--- src/sbd_store_regs.vh ---
// Constants of the byte and doubleword store address generator.
// Included by bare name; holds definitions only.
// How it works
// - Side bit picks the data unit and the base/offset file: 0 A, 1 B.
// - Byte stores add or subtract register or short offset unscaled.
// - Pre and plain offset modes send the computed address to memory.
// - Post modes send the old base and write the result back.
// - Linear by default; base 4 to 7 may be circular per mode register.
// - A byte store writes only the low eight bits of the source.
// - Source bit picks the store data file: 0 A, 1 B.
// - Store data may come from either file, whatever the unit or base.
// - Long form bases on the first or second fixed base by side bit.
// - The long form always runs on the side two data unit.
// - Long form adds the unscaled constant linearly, never circular.
// - A doubleword store writes one 64-bit register pair at once.
// - Doubleword offsets are shifted left by three before use.
`ifndef SBD_STORE_REGS_VH
`define SBD_STORE_REGS_VH

`define SBD_CREG_MSB 31
`define SBD_CREG_LSB 29
`define SBD_ZBIT 28
`define SBD_SRC_MSB 27
`define SBD_SRC_LSB 23
`define SBD_BASE_MSB 22
`define SBD_BASE_LSB 18
`define SBD_OFF_MSB 17
`define SBD_OFF_LSB 13
`define SBD_MODE_MSB 12
`define SBD_MODE_LSB 9
`define SBD_LCST_MSB 22
`define SBD_LCST_LSB 8
`define SBD_DWBIT 8
`define SBD_YBIT 7
`define SBD_OPC_MSB 6
`define SBD_OPC_LSB 2
`define SBD_SBIT 1

`define SBD_OPC_BYTE 5'h0d
`define SBD_OPC_DWORD 5'h11
`define SBD_OPC_LONG 5'h0f

`define SBD_MODE_REGOFF 2
`define SBD_MODE_ADD 0
`define SBD_MODE_MODIFY 3
`define SBD_MODE_POST 1

`define SBD_FIXED_BASE_FIRST 5'h0e
`define SBD_FIXED_BASE_SECOND 5'h0f
`define SBD_CIRC_BASE_HI 3'h1

`define SBD_DW_SHIFT 3
`define SBD_BYTE_SHIFT 0
`define SBD_AMR_LIN 2'h0
`define SBD_AMR_BK0 2'h1
`define SBD_AMR_BK1 2'h2
`define SBD_AMR_BK0_LSB 16
`define SBD_AMR_BK1_LSB 21

`define SBD_RST_ADDR 32'h00000000
`define SBD_RST_DATA 64'h0000000000000000
`define SBD_RST_BE 8'h00
`define SBD_BE_ALL 8'hff
`define SBD_BE_ONE 8'h01

`endif

--- src/sbd_cond_eval.v ---
// Condition test of a store instruction.
// Assumes the core reports whether the register named by creg is zero.
`timescale 1ns/1ps
module sbd_cond_eval
(
    input wire [2:0] condField,
    input wire zeroTest,
    input wire condRegIsZero,
    output wire condPass
);

    // A zero creg field means the store is unconditional.
    assign condPass = (condField == 3'h0) |
        (zeroTest ? condRegIsZero : ~condRegIsZero);

endmodule // sbd_cond_eval

--- src/sbd_addr_arith.v ---
// Adder of the address generator with linear and circular modes.
// Assumes the offset is already scaled; block size is 2 to the exp+1.
`timescale 1ns/1ps
module sbd_addr_arith
#(
    parameter AW = 32
)
(
    input wire [AW-1:0] base,
    input wire [AW-1:0] offset,
    input wire subtract,
    input wire circular,
    input wire [4:0] blockExp,
    output wire [AW-1:0] result
);

    wire [AW:0] blockSize;
    wire [AW-1:0] blockMask;
    wire [AW-1:0] linearSum;

    assign blockSize = {{AW{1'b0}}, 1'b1} << ({1'b0, blockExp} + 6'h01);
    assign blockMask = blockSize[AW-1:0] - {{(AW-1){1'b0}}, 1'b1};
    assign linearSum = subtract ? base - offset : base + offset;
    // Circular mode keeps the upper bits of the base and wraps the rest.
    assign result = circular ?
        ((base & ~blockMask) | (linearSum & blockMask)) : linearSum;

endmodule // sbd_addr_arith

--- src/sbd_store_agen.v ---
// Decode and address generation of byte and doubleword stores.
// Assumes register files answer reads in the same cycle and the memory
// pipeline accepts one registered store request per cycle.
`timescale 1ns/1ps
`include "sbd_store_regs.vh"
module sbd_store_agen
(
    input wire core_clk,
    input wire reset,
    input wire instrValid,
    input wire [31:0] instrWord,
    input wire condRegIsZero,
    input wire [31:0] addressModeReg,
    input wire [31:0] baseRegData,
    input wire [31:0] offsetRegData,
    input wire [31:0] srcLoData,
    input wire [31:0] srcHiData,
    output wire [2:0] condRegSel,
    output wire baseFileB,
    output wire [4:0] baseRegIdx,
    output wire [4:0] offsetRegIdx,
    output wire srcFileB,
    output wire [4:0] srcLoIdx,
    output wire [4:0] srcHiIdx,
    output reg memWrite_q,
    output reg [31:0] memAddr_q,
    output reg [63:0] memData_q,
    output reg [7:0] memByteEn_q,
    output reg unitSideTwo_q,
    output reg illegalMode_q,
    output reg baseWrEn_q,
    output reg baseWrFileB_q,
    output reg [4:0] baseWrIdx_q,
    output reg [31:0] baseWrData_q
);

    wire isByteShort;
    wire isDword;
    wire isLong;
    wire [3:0] modeField;
    wire modeLegal;
    wire regOffset;
    wire addOffset;
    wire modifyBase;
    wire postMode;
    wire sideBit;
    wire condPass;
    wire shortForm;
    wire doStore;
    wire [31:0] rawOffset;
    wire [31:0] scaledOffset;
    wire circCandidate;
    wire [2:0] amrSlot;
    reg [1:0] amrField;
    reg useCircular;
    reg [4:0] blockExp;
    wire [31:0] agenResult;
    wire [31:0] accessAddr;
    wire [7:0] storeByte;
    reg memWrite_d;
    reg [31:0] memAddr_d;
    reg [63:0] memData_d;
    reg [7:0] memByteEn_d;
    reg unitSideTwo_d;
    reg illegalMode_d;
    reg baseWrEn_d;
    reg baseWrFileB_d;
    reg [4:0] baseWrIdx_d;
    reg [31:0] baseWrData_d;

    // Opcode recognition on the fixed low bits.
    assign isByteShort = ~instrWord[`SBD_DWBIT] &
        (instrWord[`SBD_OPC_MSB:`SBD_OPC_LSB] == `SBD_OPC_BYTE);
    assign isDword = instrWord[`SBD_DWBIT] &
        (instrWord[`SBD_OPC_MSB:`SBD_OPC_LSB] == `SBD_OPC_DWORD);
    assign isLong =
        (instrWord[`SBD_OPC_MSB:`SBD_OPC_LSB] == `SBD_OPC_LONG);
    assign shortForm = isByteShort | isDword;

    // Addressing mode fields of the short forms.
    assign modeField = instrWord[`SBD_MODE_MSB:`SBD_MODE_LSB];
    assign modeLegal = modeField[`SBD_MODE_MODIFY] |
        ~modeField[`SBD_MODE_POST];
    assign regOffset = modeField[`SBD_MODE_REGOFF];
    assign addOffset = modeField[`SBD_MODE_ADD];
    assign modifyBase = modeField[`SBD_MODE_MODIFY];
    assign postMode = modeField[`SBD_MODE_MODIFY] &
        modeField[`SBD_MODE_POST];
    assign sideBit = instrWord[`SBD_YBIT];

    sbd_cond_eval condEval
    (
        .condField(instrWord[`SBD_CREG_MSB:`SBD_CREG_LSB]),
        .zeroTest(instrWord[`SBD_ZBIT]),
        .condRegIsZero(condRegIsZero),
        .condPass(condPass)
    );

    assign condRegSel = instrWord[`SBD_CREG_MSB:`SBD_CREG_LSB];
    assign doStore = instrValid & condPass &
        ((shortForm & modeLegal) | isLong);

    // Register file read ports, all read in the first execute stage.
    assign baseFileB = isLong ? 1'b1 : sideBit;
    assign baseRegIdx = isLong ?
        (sideBit ? `SBD_FIXED_BASE_SECOND : `SBD_FIXED_BASE_FIRST) :
        instrWord[`SBD_BASE_MSB:`SBD_BASE_LSB];
    assign offsetRegIdx = instrWord[`SBD_OFF_MSB:`SBD_OFF_LSB];
    assign srcFileB = instrWord[`SBD_SBIT];
    // A pair takes the named even register low and the odd one high.
    assign srcLoIdx = isDword ?
        {instrWord[`SBD_SRC_MSB:`SBD_SRC_LSB+1], 1'b0} :
        instrWord[`SBD_SRC_MSB:`SBD_SRC_LSB];
    assign srcHiIdx = {instrWord[`SBD_SRC_MSB:`SBD_SRC_LSB+1], 1'b1};

    // Offset selection and scaling by the access size.
    assign rawOffset = isLong ?
        {17'h00000, instrWord[`SBD_LCST_MSB:`SBD_LCST_LSB]} :
        (regOffset ? offsetRegData :
        {27'h0000000, instrWord[`SBD_OFF_MSB:`SBD_OFF_LSB]});
    assign scaledOffset = isDword ?
        (rawOffset << `SBD_DW_SHIFT) :
        (rawOffset << `SBD_BYTE_SHIFT);

    // Circular mode is possible only for short forms on base 4 to 7.
    assign circCandidate = shortForm &
        (baseRegIdx[4:2] == `SBD_CIRC_BASE_HI);
    assign amrSlot = {baseFileB, baseRegIdx[1:0]};

    always @*
    begin
        amrField = addressModeReg[{amrSlot, 1'b0} +: 2];
        useCircular = 1'b0;
        blockExp = addressModeReg[`SBD_AMR_BK0_LSB +: 5];
        case (amrField)
            `SBD_AMR_BK0:
            begin
                useCircular = circCandidate;
            end
            `SBD_AMR_BK1:
            begin
                useCircular = circCandidate;
                blockExp = addressModeReg[`SBD_AMR_BK1_LSB +: 5];
            end
            default:
            begin
                useCircular = 1'b0;
            end
        endcase
    end

    sbd_addr_arith #(
        .AW(32)
    ) addrArith
    (
        .base(baseRegData),
        .offset(scaledOffset),
        .subtract(~isLong & ~addOffset),
        .circular(useCircular),
        .blockExp(blockExp),
        .result(agenResult)
    );

    // Post modes access the old base; all other modes the new address.
    assign accessAddr = (shortForm & postMode) ?
        baseRegData : agenResult;
    assign storeByte = srcLoData[7:0];

    always @*
    begin
        memWrite_d = doStore;
        memAddr_d = memAddr_q;
        memData_d = memData_q;
        memByteEn_d = `SBD_RST_BE;
        unitSideTwo_d = unitSideTwo_q;
        illegalMode_d = instrValid & shortForm & ~modeLegal;
        baseWrEn_d = 1'b0;
        baseWrFileB_d = baseWrFileB_q;
        baseWrIdx_d = baseWrIdx_q;
        baseWrData_d = baseWrData_q;
        if (doStore)
        begin
            memAddr_d = accessAddr;
            unitSideTwo_d = isLong ? 1'b1 : sideBit;
            if (isDword)
            begin
                memData_d = {srcHiData, srcLoData};
                memByteEn_d = `SBD_BE_ALL;
            end
            else
            begin
                memData_d = {8{storeByte}};
                memByteEn_d = `SBD_BE_ONE << accessAddr[2:0];
            end
            if (shortForm & modifyBase)
            begin
                baseWrEn_d = 1'b1;
                baseWrFileB_d = baseFileB;
                baseWrIdx_d = baseRegIdx;
                baseWrData_d = agenResult;
            end
        end
    end

    // One registered stage ends the first execute stage.
    always @(posedge core_clk)
    begin
        if (reset)
        begin
            memWrite_q <= 1'b0;
            memAddr_q <= `SBD_RST_ADDR;
            memData_q <= `SBD_RST_DATA;
            memByteEn_q <= `SBD_RST_BE;
            unitSideTwo_q <= 1'b0;
            illegalMode_q <= 1'b0;
            baseWrEn_q <= 1'b0;
            baseWrFileB_q <= 1'b0;
            baseWrIdx_q <= 5'h00;
            baseWrData_q <= `SBD_RST_ADDR;
        end
        else
        begin
            memWrite_q <= memWrite_d;
            memAddr_q <= memAddr_d;
            memData_q <= memData_d;
            memByteEn_q <= memByteEn_d;
            unitSideTwo_q <= unitSideTwo_d;
            illegalMode_q <= illegalMode_d;
            baseWrEn_q <= baseWrEn_d;
            baseWrFileB_q <= baseWrFileB_d;
            baseWrIdx_q <= baseWrIdx_d;
            baseWrData_q <= baseWrData_d;
        end
    end

endmodule // sbd_store_agen

--- config.mk ---
export PLATFORM = sky130hd
export DESIGN_NAME = sbd_store_agen
export DESIGN_NICKNAME = d
export VERILOG_FILES = /design/src/sbd_cond_eval.v /design/src/sbd_addr_arith.v /design/src/sbd_store_agen.v
export VERILOG_INCLUDE_DIRS = /design/src /design/src/src
export SDC_FILE = /design/constraint.sdc
export NUM_CORES = 1
export LEC_CHECK = 0
export BUFFER_PORTS_ARGS = -buffer_cell sky130_fd_sc_hd__buf_2
export CAP_MARGIN = 20
export CORE_UTILIZATION = 51
export DETAILED_ROUTE_END_ITERATION = 8
export GPL_ROUTABILITY_DRIVEN = 0
export PLACE_DENSITY = 0.82
export SLEW_MARGIN = 20
export SYNTH_ARGS = -nofsm -noshare
export SYNTH_HDL_FRONTEND = slang
export SYNTH_SLANG_ARGS = --single-unit
--- constraint.sdc ---
create_clock -name core_clk -period 6.41 [get_ports core_clk]
set_clock_uncertainty 0.1 [all_clocks]
set_input_delay 0.9615 -clock core_clk [delete_from_list [all_inputs] [get_ports core_clk]]
set_output_delay 0.9615 -clock core_clk [all_outputs]
set_load 0.03 [all_outputs]
======== Yosys cells after proc, flatten, opt, wreduce, memory -nomap -nowiden ========
Index checks and enable logic that the tools add are counted.
word-level totals
  memory bits (read-only) ................. 0
  register bits ........................... 146
  RAM bits ................................ 0
  latch bits .............................. 0
  memories ................................ 0
  word-level logic and storage cells ...... 70
operators by class
  add/subtract/negate cells ............... 4
  equality and inequality tests ........... 6
  multipliers ............................. 0
  reduce and logical (&&, ||, !) cells .... 4
  bitwise operators ....................... 27
  shifts and indexed selects .............. 3
  divide/modulo/power cells ............... 0
  $lt $le $gt $ge ......................... 0
  multiplexer cells ....................... 16
operators with widths
  cell                                                 number
  two-way mux 32 bit                                   6
  bitwise AND 32 bit                                   2
  two-way mux 64 bit                                   1
  adder 32 bit                                         1
  NOT 32 bit                                           1
  bitwise OR 32 bit                                    1
  variable part select 32 x 5 -> 2 bit                 1
  left shift 1 x 6 -> 32 bit, first input constant     1
  subtractor 32 x 1 -> 32 bit, second input constant   1
  subtractor 32 bit                                    1
  bitwise AND 1 bit                                    12
  equality test 5 x 4 -> 1 bit, second input constant  2
  two-way mux 5 bit                                    2
  two-way mux 8 bit                                    1
  left shift 1 x 3 -> 8 bit, first input constant      1
  NOT 1 bit                                            7
  adder 5 x 1 -> 6 bit, second input constant          1
  two-way mux 1 bit                                    6
  equality test 5 bit, second input constant           1
  bitwise OR 1 bit                                     4
  OR reduction 2 bit                                   2
  equality test 3 x 1 -> 1 bit, second input constant  1
  logical NOT 3 bit                                    1
  equality test 2 x 1 -> 1 bit, second input constant  1
  other kinds (2)                                      2

======== Longest topological paths before layout ========
  depth in word-level cells ............... 15
  depth in mapped cells ................... 28
  gate-level depth less buffers ........... 23

======== Modules after synthesis ========
From an unflattened synthesis, not the netlist that was laid out.
second synthesis, totals
  cell total of the unflattened synthesis .. 1356
  area, all modules ....................... 10367.4 um^2
by module, submodules not included
  module          instances  cells each  sequential area each (um^2)  area each (um^2)
  sbd_store_agen  1          852         2922.8                       7029.2
  sbd_addr_arith  1          502         0.0                          3321.9
  sbd_cond_eval   1          2           0.0                          16.3

======== Least setup slack after synthesis ========
Ideal clock, no wire load.
  path type ............................... input to register
  start ................................... input instrWord[6]
  end ..................................... register memAddr_q[14]
  arrival time ............................ 5884 ps
  path buffers ............................ 6
  data required time ...................... 6240 ps
  slack ................................... 355 ps
  stages on the path ...................... 27
  cells stage by stage .................... nand3b_1 > nor2_1 > buf_2 > nor2_1 > buf_1 > inv_1 > nand2_1 > nand3_1 > o21ai_0 > o21ai_0 > ha_1 > buf_2 > mux2i_1 > clkbuf_1 > nand2_1 > nor2_1 > inv_1 > ha_1 > clkbuf_1 > or2_2 > clkbuf_1 > o32ai_1 > a221oi_1 > o21ai_0 > nor2_1 > or3_1 > a21oi_1
on the way
  word-level cells in the longest chain between the ends .. 13
RTL lines
  element                                          line                  text
  start, declared                                  sbd_store_agen.v:11   input wire [31:0] instrWord,
  equality test 5 x 4 -> 1 bit (no source line) *  -
  two-way mux 5 bit *                              sbd_store_agen.v:105  assign baseRegIdx = isLong ?
  net baseRegIdx[1]                                sbd_store_agen.v:20   output wire [4:0] baseRegIdx,
  variable part select 32 x 5 -> 2 bit *           sbd_store_agen.v:132  amrField = addressModeReg[{amrSlot, 1'b0} +: 2];
  equality test 2 bit                              sbd_store_agen.v:135  case (amrField)
  two-way mux 5 bit                                sbd_store_agen.v:135
  adder 5 x 1 -> 6 bit                             sbd_addr_arith.v:21   assign blockSize = {{AW{1'b0}}, 1'b1} << ({1'b0, blockExp} + 6'h01);
  left shift 1 x 6 -> 32 bit                       sbd_addr_arith.v:21
  subtractor 32 x 1 -> 32 bit                      sbd_addr_arith.v:22   assign blockMask = blockSize[AW-1:0] - {{(AW-1){1'b0}}, 1'b1};
  NOT 32 bit                                       sbd_addr_arith.v:26   ((base & ~blockMask) | (linearSum & blockMask)) : linearSum;
  bitwise AND 32 bit                               sbd_addr_arith.v:26
  bitwise OR 32 bit                                sbd_addr_arith.v:26
  two-way mux 32 bit *                             sbd_addr_arith.v:25   assign result = circular ?
  two-way mux 32 bit *                             sbd_store_agen.v:165  assign accessAddr = (shortForm & postMode) ?
  end signal, assigned                             sbd_store_agen.v:211  memAddr_q <= `SBD_RST_ADDR;
  end signal, assigned                             sbd_store_agen.v:224  memAddr_q <= memAddr_d;
  end, declared                                    sbd_store_agen.v:26   output reg [31:0] memAddr_q,
Mark *: on every way through the listed nets, which the timed path passes. The rest lies on a longest branch.
A chain may end at the register's enable or synchronous reset.

======== Worst setup path in the final report ========
  start ................................... input instrWord[6]
  end ..................................... register baseWrData_q[22]
on the way
  word-level cells in the longest chain between the ends .. 12
RTL lines
  element                                                 line                                        text
  equality test 5 x 4 -> 1 bit (no source line)           -
  two-way mux 5 bit or two-way mux 1 bit (tied branches)  sbd_store_agen.v:105, sbd_store_agen.v:104
  variable part select 32 x 5 -> 2 bit                    sbd_store_agen.v:132
  equality test 2 bit                                     sbd_store_agen.v:135
  two-way mux 5 bit                                       sbd_store_agen.v:135
  adder 5 x 1 -> 6 bit                                    sbd_addr_arith.v:21
  left shift 1 x 6 -> 32 bit                              sbd_addr_arith.v:21
  subtractor 32 x 1 -> 32 bit                             sbd_addr_arith.v:22
  NOT 32 bit                                              sbd_addr_arith.v:26
  bitwise AND 32 bit                                      sbd_addr_arith.v:26
  bitwise OR 32 bit                                       sbd_addr_arith.v:26
  two-way mux 32 bit                                      sbd_addr_arith.v:25
  end signal, assigned                                    sbd_store_agen.v:219                        baseWrData_q <= `SBD_RST_ADDR;
  end signal, assigned                                    sbd_store_agen.v:232                        baseWrData_q <= baseWrData_d;
  end, declared                                           sbd_store_agen.v:34                         output reg [31:0] baseWrData_q
Several ways; a longest one is shown, not always the timed one.

==> impl_metrics.yaml <==
run_status:
  status: "finished, final reports clean"
yosys:
  syn_avg_cell_area_um2: 7.38
  synth_top_flop_cell: "dfxtp_1"
  synth-edff-count: 0
  synthDistinctLibCells: 84
  synthTopCellsByArea: "dfxtp_1 (28%), a211oi_1 (7.6%), nor2_1 (7.3%)"
  ys_seq_area_share_pct: 28.2
  postSynthCellCount: 1403
  synth_top_area_share_pct: 28.2
  synth_warnings: 0
  async_flop_share_pct: 0
  synth-seq-cells: 146
  synth_area_um2: 10400
  synth_top_area_cell: "dfxtp_1"
drt:
  drcViolationCount: 0
  num_vias: 12000
  drtIter0Drc: 1245
  avgViaCountPerCell: 6.11
  drt-wirelength-per-cell_um: 19.1
  routed_wl_um: 37400
  first_pass_iters: 7
  antenna_left: 0
worst_setup_path:
  worst_path_most_repeated_cell: "nor2_1"
  slowest_delay_ps: 740
  cp_data_arrival_time_ps: 6040
  criticalPathCategory: "in2reg"
  regToRegSetupSlack_ps: 5330
  r2r_end: "baseWrData_q[28]"
  crit_fanout: 24
  slowest_stage: "a311oi_1"
  crit_required_ps: 6570
  rr_worst_depth: 3
  cp_cell_sequence: "buf_2, nand3b_1, nor2_1, nor2_1, mux2_2, o211ai_1, o21ai_0, ha_1, o32ai_1, nand2_1, nor2_1, inv_1, ha_1, buf_4, nand3_1, o22ai_1, a311oi_1, mux2i_1, a211oi_1"
  startpoint_type: "primary input"
  cp-end-kind: "flip-flop"
  r2r_start: "baseWrData_q[28]"
global_routing:
  grt_max_degree: 98
  grt_usage_pct: 34.9
  grt_antenna_before_repair: 1
  grt_pass1_vias: 10600
  overflow: 0
  grt_pass1_wl_um: 56300
place:
  dpl.hpwl_um: 28500
  dpl_cell_area_um2: 12100
  port_buffers: 344
worst_hold_path:
  worstHoldPathType: "reg2reg"
  hold_end: "memData_q[2]"
  min_from: "memData_q[2]"
  whs_path_depth: 2
sta:
  worst_slew_pin_slew_ps: 1040
  tns_ps: 0
  holdWs_ps: 352
  maxSlewHeadroom_pct: 30.4
  hold_viol: 0
  maxSlewViolCount: 0
  grt_setup_unrepaired: "false"
  period_share_pct: 91.6
  setup_violations: 0
  min_period_ps: 5870
  max_freq_mhz: 170
floorplan:
  die_w_um: 145
  design.core.area_um2: 19700
  io_pins: 367
  die_y_um: 145
  dieArea_um2: 20900
  initial_core_util_pct: 52.7
  num_rows: 51
pwr:
  cellInternalPower_mw: 1.73
  peakVddDrop_v: 0.000169
  p_comb_share_pct: 30.0
  power_frac_clock_pct: 35.7
  p_leak_nw: 5.52
  pwr_density_cell_nw_per_um2: 212
  switching_share_pct: 35.6
  p_switching_mw: 0.956
  pwr-share-seq_pct: 34.3
cts:
  cts_sinks: 146
  cts_buffers: 17
  htree_levels: 4
  cts_resized: 0
  clk_pin_slew_ps: 60
  postCtsHoldBufs: 0
  cts_setup_buffers: 0
  clockBufferDepth: 2
  cts_tree: "yes"
  clk-insertion-delay-late_ps: 420
  root_buffer: "clkbuf_16"
final_layout:
  fin_area_um2: 12700
  area_growth_pct: 22.4
  finalNetCount: 1908
  utilization_pct: 64.5
  drive_gt1_share_pct: 26.2
job:
  max_cap_violations: 0
worst max-delay path, delay by kind of cell:
family / cells / cell delay [ps]
AOI/OAI and AO/OA: 6 / 1730
adders and majority gates: 2 / 570
buffers and inverters: 3 / 440
muxes: 2 / 740
and+or+nand+nor: 6 / 1580
final cells by class:
cell class,instances,area (um2)
Antenna cell,3,7.51
Clock buffer,18,429
Fill cell,1754,6980
Multi-Input combinational cell,1119,6840
Tap cell,265,332
Sequential cell,146,2920
Timing Repair Buffer,371,1930
Inverter,22,82.6
Clock inverter,14,136
sequential cells by signal (all words and copies together) (netlist names):
register and flops:
memData_q 64, baseWrEn_q 1, illegalMode_q 1, memAddr_q 32, memByteEn_q 8, baseWrData_q 32, baseWrIdx_q 5, memWrite_q 1
baseWrFileB_q 1, unitSideTwo_q 1
synthesized netlist by cell type, types with 4 or more instances:
cell type and instances:
nor2_1 202, dfxtp_1 146, nand2_1 141, a21oi_1 112
a211oi_1 105, nor3_1 88, clkbuf_1 82, o21ai_0 66
mux2i_1 41, ha_1 34, nand3_1 28, xnor2_1 28
inv_1 22, buf_4 21, xor2_1 21, a21o_1 20
and2_1 16, a31oi_1 14, and3_1 13, nand2b_1 13
mux2_2 12, o22ai_1 10, a311oi_1 9, o31ai_1 9
o211ai_1 8, or2_2 8, or3_1 8, nand4_1 7
nor4_1 7, o21a_1 7, buf_1 6, buf_2 6
o311ai_0 6, a211o_1 5, a22oi_1 5, a21boi_0 4
o21bai_1 4
stage by stage:
step                      power [mW]  std cells  worst slack [ps]
after global placement          1.70       1923               448
after CTS                       2.66       1955               733
final                           2.69       1958               537
after detailed placement        1.72       1923               332
after floorplan                 1.48       1404               355
after global routing            2.79       1956               229
worst max path at each step:
stage	depth (start not counted)	slack [ps]	end	start
after floorplan	27	360	memAddr_q[14]	instrWord[6]
after global placement	16	450	memAddr_q[29]	instrWord[11]
after detailed placement	18	330	memAddr_q[19]	instrWord[11]
after CTS	22	730	memAddr_q[14]	instrWord[2]
after global routing	22	230	memAddr_q[14]	instrWord[2]
final	19	540	baseWrData_q[22]	instrWord[6]
power by group through the flow:
stage                     Sequential (mW)  Combinational, mW  Clock (mW)
final                               0.922              0.805       0.957
after detailed placement            0.943              0.773           0
after CTS                           0.922              0.779       0.964
after global routing                0.923              0.864        1.00
after floorplan                     0.964              0.516           0
after global placement              0.942              0.754           0
layout by cell type (no fill, tap or decap), drive strengths merged, types with 9 or more instances in the layout:
cell type | netlist | final
mux2 | 13 | 13
inv | 22 | 32
a21o | 20 | 20
ha | 34 | 34
o22ai | 10 | 10
o21ai | 69 | 69
or2 | 9 | 9
a311oi | 10 | 10
o211ai | 10 | 10
and3 | 13 | 13
nand2 | 142 | 142
xor2 | 21 | 21
nor3 | 88 | 88
o31ai | 9 | 9
buf | 35 | 371
a211oi | 105 | 105
a31oi | 14 | 14
nand2b | 13 | 13
a21oi | 112 | 112
xnor2 | 28 | 28
and2 | 16 | 16
clkbuf | 82 | 18
mux2i | 41 | 41
dfxtp | 146 | 146
nand3 | 28 | 28
nor2 | 204 | 204
routing by layer:
metal	GRT usage, %	vias up	part of all wire [%]	routed length [um]
met5	0	-	0	0
met4	15.4	0	3.9	1480
met3	7.48	118	11	4150
met2	58.3	730	46	17400
met1	42.9	5486	38	14400
li1	-	5637	-	-
cell families (layout without fill, tap and decap cells):
logic type                 after synthesis  in the layout  share of synthesized area [%]
AOI/OAI and AO/OA                      422            422                           27.2
xor gates and xnor gates                49             49                           4.14
adders and majority gates               35             35                           4.30
buffers and inverters                  139            425                           6.05
DFF                                    146            146                           28.2
muxes                                   54             54                           5.38
other                                    1              5                         0.0362
and+or+nand+nor                        557            557                           24.7
Power figures use the tool's default switching activity.
